### src/verilog/pcp_pkg.sv
package pcp_pkg;
  localparam logic [7:0] OFS_SUBSYS   = 8'h2c;
  localparam logic [7:0] OFS_ROM      = 8'h30;
  localparam logic [7:0] OFS_RSVD_A   = 8'h34;
  localparam logic [7:0] OFS_RSVD_B   = 8'h38;
  localparam logic [7:0] OFS_LATGNT   = 8'h3c;
  localparam logic [7:0] OFS_PWR_CAP  = 8'h40;
  localparam logic [7:0] OFS_PWR_CTL  = 8'h44;
  localparam logic [7:0] OFS_DRV_CFG  = 8'hf8;
  localparam logic [7:0] OFS_SHADOW   = 8'hfc;
  localparam logic [7:0] MAX_LAT      = 8'h18;
  localparam logic [7:0] MIN_GNT      = 8'h04;
  localparam logic [7:0] INT_PIN      = 8'h01;
  localparam logic [7:0] CAP_ID       = 8'h01;
  localparam logic [7:0] NEXT_PTR     = 8'h00;
  localparam logic [2:0] PM_VERSION   = 3'h2;
  localparam int         CS_WAKE_STS  = 15;
  localparam int         CS_WAKE_EN   = 8;
  localparam int         DC_WAKE_SHD  = 31;
  localparam int         DC_RSVD_RW   = 30;
  localparam logic [31:0] ZERO_WORD   = 32'h0000_0000;

  // Serial prom words fetched by the loader
  typedef struct packed {
    logic        valid;   // Strobe for one cycle with a good signature
    logic [15:0] sub_vendor;
    logic [15:0] sub_id;
    logic [15:0] cfg;     // Two bytes of general configuration
  } pcp_prom_s;

  // Configuration cycle request
  typedef struct packed {
    logic       wr;
    logic       rd;
    logic [7:0] addr;
    logic [3:0] be;
    logic [31:0] data;
  } pcp_cfg_s;

  typedef enum logic [1:0] {
    LD_WAIT = 2'b00,
    LD_BUSY = 2'b01,
    LD_DONE = 2'b11
  } pcp_load_e;

  typedef struct packed {
    logic        rst_meta;
    logic        rst_sync;
    pcp_load_e   load;
    logic [15:0] sub_id;
    logic [15:0] sub_vendor;
    logic [7:0]  int_line;
    logic [7:0]  lat_timer;
    logic        wake_sts;
    logic        wake_en;
    logic [1:0]  pwr_state;
    logic        wake_shd;
    logic        rsvd_rw;
    logic [2:0]  aux_shd;
    logic [23:0] gp_cfg;
    logic [31:0] rdata;
    logic        rvalid;
    logic        prom_start;  // Kept as a flop so the pin has no decode gates
    logic        load_busy;
  } pcp_state_s;
endpackage

### src/verilog/pcp_config_bank.sv
module pcp_config_bank
  import pcp_pkg::*;
(
  input  wire logic        i_clk,
  input  wire logic        i_reset_n,
  input  wire pcp_cfg_s    i_cfg,
  input  wire logic        i_win_wr,
  input  wire logic [31:0] i_win_data,
  input  wire pcp_prom_s   i_prom,
  input  wire logic        i_prom_abort,
  input  wire logic        i_prom_load_disable,
  input  wire logic        i_aux_sense,
  output logic [31:0]      o_rdata,
  output logic             o_rvalid,
  output logic             o_prom_start,
  output logic             o_load_busy
);
  pcp_state_s s_r;
  pcp_state_s s_nxt;
  logic [15:0] cap_word;
  logic [15:0] ctl_word;
  logic [31:0] drv_word;
  logic [31:0] rd_mux;
  logic        wr_en;
  logic [31:0] wmask;

  // Capability halfword assembled from fixed and shadowed bits
  always_comb begin
    cap_word        = 16'h0000;
    cap_word[15]    = 1'b0;
    cap_word[14:11] = {4{s_r.wake_shd}};
    cap_word[10]    = 1'b1;
    cap_word[9]     = 1'b1;
    cap_word[8:6]   = i_aux_sense ? s_r.aux_shd : 3'h0;
    cap_word[5]     = 1'b1;
    cap_word[2:0]   = PM_VERSION;
  end

  // Control/status halfword; data fields and reserved bits stay zero
  always_comb begin
    ctl_word              = 16'h0000;
    ctl_word[CS_WAKE_STS] = s_r.wake_sts;
    ctl_word[CS_WAKE_EN]  = s_r.wake_en;
    ctl_word[1:0]         = s_r.pwr_state;
  end

  // Driver config; bits 26-24 reserved and read zero
  assign drv_word = {s_r.wake_shd, s_r.rsvd_rw, s_r.aux_shd, 3'h0, s_r.gp_cfg};

  // Byte lane mask from the byte enables
  assign wmask = {{8{i_cfg.be[3]}}, {8{i_cfg.be[2]}}, {8{i_cfg.be[1]}}, {8{i_cfg.be[0]}}};
  // Config access only honoured once the reset copy is released
  assign wr_en = i_cfg.wr & s_r.rst_sync;

  // Read decode; unmapped and shadow offsets read zero
  always_comb begin
    case (i_cfg.addr)
      OFS_SUBSYS:  rd_mux = {s_r.sub_id, s_r.sub_vendor};
      OFS_ROM:     rd_mux = ZERO_WORD;
      OFS_RSVD_A:  rd_mux = ZERO_WORD;
      OFS_RSVD_B:  rd_mux = ZERO_WORD;
      OFS_LATGNT:  rd_mux = {MAX_LAT, MIN_GNT, INT_PIN, s_r.int_line};
      OFS_PWR_CAP: rd_mux = {cap_word, NEXT_PTR, CAP_ID};
      OFS_PWR_CTL: rd_mux = {8'h00, 8'h00, ctl_word};
      OFS_DRV_CFG: rd_mux = drv_word;
      OFS_SHADOW:  rd_mux = ZERO_WORD;
      default:     rd_mux = ZERO_WORD;
    endcase
  end

  // Next-state logic for every register of the bank
  always_comb begin
    s_nxt          = s_r;
    s_nxt.rst_meta = 1'b1;
    s_nxt.rst_sync = s_r.rst_meta;
    s_nxt.rvalid   = i_cfg.rd & s_r.rst_sync;
    s_nxt.rdata    = (i_cfg.rd & s_r.rst_sync) ? rd_mux : ZERO_WORD;

    // Prom loader sequencing; the loader engine itself sits outside
    case (s_r.load)
      LD_WAIT: begin
        if (s_r.rst_sync) begin
          s_nxt.load = i_prom_load_disable ? LD_DONE : LD_BUSY;
        end
      end
      LD_BUSY: begin
        if (i_prom.valid) begin
          s_nxt.sub_id     = i_prom.sub_id;
          s_nxt.sub_vendor = i_prom.sub_vendor;
          s_nxt.gp_cfg[15:0] = i_prom.cfg;
          s_nxt.load       = LD_DONE;
        end else if (i_prom_abort) begin
          s_nxt.load = LD_DONE;
        end
      end
      LD_DONE: s_nxt.load = LD_DONE;
      default: s_nxt.load = LD_DONE;
    endcase
    // Loader status pins follow the next state so they leave straight from flops
    s_nxt.prom_start = (s_nxt.load == LD_BUSY);
    s_nxt.load_busy  = (s_nxt.load != LD_DONE);

    // Memory window write; lower half vendor, upper half subsystem
    if (i_win_wr) begin
      s_nxt.sub_vendor = i_win_data[15:0];
      s_nxt.sub_id     = i_win_data[31:16];
    end

    // Configuration writes; read-only fields simply have no path
    if (wr_en) begin
      case (i_cfg.addr)
        OFS_SHADOW: begin
          if (i_cfg.be[0]) s_nxt.sub_vendor[7:0]  = i_cfg.data[7:0];
          if (i_cfg.be[1]) s_nxt.sub_vendor[15:8] = i_cfg.data[15:8];
          if (i_cfg.be[2]) s_nxt.sub_id[7:0]      = i_cfg.data[23:16];
          if (i_cfg.be[3]) s_nxt.sub_id[15:8]     = i_cfg.data[31:24];
        end
        OFS_LATGNT: begin
          if (i_cfg.be[0]) s_nxt.int_line = i_cfg.data[7:0];
        end
        OFS_PWR_CTL: begin
          if (i_cfg.be[0]) s_nxt.pwr_state = i_cfg.data[1:0];
          if (i_cfg.be[1]) begin
            s_nxt.wake_en  = i_cfg.data[CS_WAKE_EN];
            s_nxt.wake_sts = i_cfg.data[CS_WAKE_STS];
          end
        end
        OFS_DRV_CFG: begin
          s_nxt.gp_cfg = (s_r.gp_cfg & ~wmask[23:0]) | (i_cfg.data[23:0] & wmask[23:0]);
          if (i_cfg.be[3]) begin
            s_nxt.wake_shd = i_cfg.data[DC_WAKE_SHD];
            s_nxt.rsvd_rw  = i_cfg.data[DC_RSVD_RW];
          end
        end
        default: ;
      endcase
    end
  end

  // Asynchronous reset to constants; release is synchronised through rst_meta/rst_sync
  always_ff @(posedge i_clk or negedge i_reset_n) begin
    if (!i_reset_n) begin
      s_r           <= '0;
      s_r.load      <= LD_WAIT;
      s_r.load_busy <= 1'b1;  // Busy until the load ends or is skipped
    end else begin
      s_r <= s_nxt;
    end
  end

  assign o_rdata      = s_r.rdata;
  assign o_rvalid     = s_r.rvalid;
  assign o_prom_start = s_r.prom_start;
  assign o_load_busy  = s_r.load_busy;
endmodule

### config.mk
export PLATFORM = sky130hd
export DESIGN_NAME = pcp_config_bank
export DESIGN_NICKNAME = d
export VERILOG_FILES = /design/src/verilog/pcp_pkg.sv /design/src/verilog/pcp_config_bank.sv
export SDC_FILE = /design/constraint.sdc
export NUM_CORES = 1
export LEC_CHECK = 0
export BUFFER_PORTS_ARGS = -buffer_cell sky130_fd_sc_hd__buf_2
export CORE_ASPECT_RATIO = 0.5
export CORE_UTILIZATION = 40
export DETAILED_ROUTE_END_ITERATION = 12
export GPL_ROUTABILITY_DRIVEN = 0
export SYNTH_ARGS = -nofsm -noshare
export SYNTH_HDL_FRONTEND = slang
export SYNTH_SLANG_ARGS = --single-unit
### constraint.sdc
create_clock -name i_clk -period 1.85 [get_ports i_clk]
set_input_delay 0.37 -clock i_clk [delete_from_list [all_inputs] [get_ports i_clk]]
set_output_delay 0.37 -clock i_clk [all_outputs]
set_load 0.1 [all_outputs]
==> impl_metrics.toml <==
[clock_tree]
htreeDepth = 3
clkSlewWorstSetupHoldPaths_ps = 70
clock-sinks = 109
cts_root_buf = "clkbuf_16"
cts_setup_buffers = 0
postCtsHoldBufs = 0
cts_inserted_buffers = 9
clkLatencyLatePin_ps = 340
cts_buffer_depth = 2
tritoncts = "done"
cts_resized = 0

[sta]
slew_viol_final = 0
rsz0062_at_grt = "no"
worstMarginPinSlew_ps = 604
slew_headroom_pct = 59.8
period_share_pct = 91.1
setup_ws_ps = 165
skew_ps = 8.78
finalSetupViolCount = 0
period_minus_slack_ps = 1690
fmax_mhz = 593
finalHoldViolCount = 0

[synthesis]
ys_seq_area_share_pct = 50.0
ys_seq_elements = 109
netlist_instances = 489
yosys_warnings = 0
syn_avg_cell_area_um2 = 11.2
mappedNetlistNets = 622
synthAdderAreaFrac_pct = 0
synthMuxAreaShare_pct = 17.2
synth_compound_area_share_pct = 14.3
synth-simple-area-share_pct = 11.2
synthXorXnorAreaFrac_pct = 0
yosysUniqueCellTypes = 46
synth_area_mm2 = 0.00546
synth_top_family_by_area = "multiplexers"

[finish]
final_net_count = 777
n_antenna_cell = 0
fillers = 1186
final_cells = 819
drive_gt1_share_pct = 44.7
syn2layout_area_growth_pct = 25.3

[setup_path]
rrSetupSlack_ps = 160
worst-path-max-fanout = 8
max_stage_delay_ps = 560
critical_path_buf_inv_count = 3
worstPathCellList = "buf_2 > or4b_1 > buf_4 > nor4_4 > buf_4 > a22oi_1 > a21oi_1"
worstSetupPathType = "in2reg"
cp_top_family = "simple AND/OR/NAND/NOR gates"
crit_arrival_ps = 1950
crit_top_cell = "buf_4"
worstSetupEndpointType = "register"
cp.required_ps = 2110
r2r_cells = 6
start_kind = "input port"
timing.rr.start = "s_r[117]$_DFF_PN0_"
slowest_stage = "or4b_1"

[floorplan]
start_util_pct = 42.1
die-area_mm2 = 0.0142
placementRows = 29
ioPinCount = 168
die_w_um = 167
die_height_um = 84.6
coreArea_mm2 = 0.0130

[global_route]
grt_max_degree = 110
antenna_found_initial = 0
grt_pass1_vias = 4336
grt_overflow = 0
track_usage_pct = 20.6
grt_pass1_wl_mm = 22.5

[route]
drcViolationCount = 0
vias = 4267
post_drt_wl_per_cell_um = 17.1
finalWirelength_mm = 14.0
drtIter0Drc = 164
antenna_left = 0
viasPerCell = 5.21
drt_first_pass_iters = 5

[pwr]
totalPowerFinal_mw = 4.92
leakage_nw = 3.47
p_per_area_mw_per_mm2 = 719
ir_drop_v = 0.000394

[worst_hold_path]
hold_class = "in2async"

[placed_design]
port_buffers = 166
dp_cells = 803
pre_cts_slack_ps = -184
dp_hpwl_mm = 10.3

[run_status]
status = "completed"

[job]
max_cap_violations = 0
[final cells by class]
class,instances,area (µm²),area share (%)
clock inverter,5,60.1,0.878
inverter,2,7.51,0.110
timing repair buffer,207,1270,18.5
clock buffer,11,233,3.40
tap,170,213,3.11
multi-input combinational,315,2340,34.1
sequential,109,2730,39.9
[worst max path at each step]
stage                     cells past startpoint  slack [ps]          startpoint                     to
final                                         7         160           i_cfg[36]   o_rdata[8]$_DFF_PN0_
after global routing                          4          60  s_r[118]$_DFF_PN0_               register
after CTS                                     5         150  s_r[117]$_DFF_PN0_               register
after detailed placement                      5        -180           i_cfg[36]    s_r[82]$_DFFE_PN0P_
after global placement                        5        -190           i_cfg[36]    s_r[81]$_DFFE_PN0P_
after floorplan                               6          40           i_cfg[37]  o_rdata[29]$_DFF_PN0_
[placed cells by master (no fill, tap or decap), types with 2 or more instances in the layout]
cell / count
dfrtp_1: 108
a22o_1: 16
o21ai_0: 35
and3_1: 12
buf_4: 32
mux2_2: 55
a21o_1: 18
and4_1: 5
a22oi_1: 21
nand4b_1: 2
o211ai_1: 2
buf_12: 10
nor2_2: 2
nor3b_1: 3
clkbuf_16: 9
a2bb2oi_1: 2
nor4_4: 2
mux2i_1: 32
inv_1: 2
clkbuf_1: 2
nand2_1: 49
buf_2: 165
nor2_1: 18
nand3_1: 2
a21oi_1: 18
[logic make-up (layout without fill, tap and decap cells)]
group,count (synthesis),in the layout
flip-flops,109,109
AND/OR/NAND/NOR,110,110
AO/OA/AOI/OAI,117,117
multiplexers,87,87
other,1,1
buffers and inverters,65,225
[cells in the mapped netlist (all sizes together)]
cell / n / area share, %
a41oi: 1 / 0.30
a22o: 16 / 2.6
inv: 2 / 0.14
a221oi: 1 / 0.16
or3: 1 / 0.11
mux2: 55 / 11
and4: 5 / 0.80
and2: 1 / 0.11
mux2i: 32 / 5.9
a2bb2oi: 2 / 0.32
nor3: 2 / 0.27
dfrtp: 108 / 49
buf: 50 / 6.3
o211ai: 2 / 0.27
nand3b: 1 / 0.14
or4b: 2 / 0.37
nor4: 3 / 1.0
and3b: 1 / 0.16
nand2: 50 / 3.5
nand3: 3 / 0.37
clkbuf: 13 / 0.89
nor2b: 1 / 0.11
a22oi: 21 / 2.9
o21ai: 35 / 3.2
a32oi: 1 / 0.16
conb: 1 / 0.069
a21o: 18 / 2.5
or3b: 1 / 0.16
nand4b: 2 / 0.32
nor2: 20 / 1.4
nor4b: 1 / 0.44
dfstp: 1 / 0.48
a21oi: 19 / 1.8
and3: 12 / 1.4
nand4: 1 / 0.11
a31oi: 1 / 0.11
nor3b: 3 / 0.41
[metal layers]
metal  up-vias  track usage [%]  wire (µm)
li1       2035                -          -
met1      2106             28.8       6660
met2       118             33.6       6590
met3         8             3.77        622
met4         0             4.25         95
met5         -                0          0
[power breakdown]
part	switching (mW)	total, mW	internal [mW]
logic	0.234	0.487	0.252
registers	0.0508	2.52	2.47
clock network	0.857	1.91	1.06
total	1.14	4.92	3.78
[stage by stage]
stage          TNS, ps  instance area (µm²)  util [%]  hold WS, ps
2_1_floorplan        0                 5460         -         74.4
3_3_place_gp     -7310                 6550      50.4          333
3_5_place_dp     -8190                 6550      50.4          347
4_1_cts              0                 6840      52.7          128
5_1_grt              0                 6840      52.7          141
6_report             0                 6840      52.7         72.7
Power figures use the tool's default switching activity.
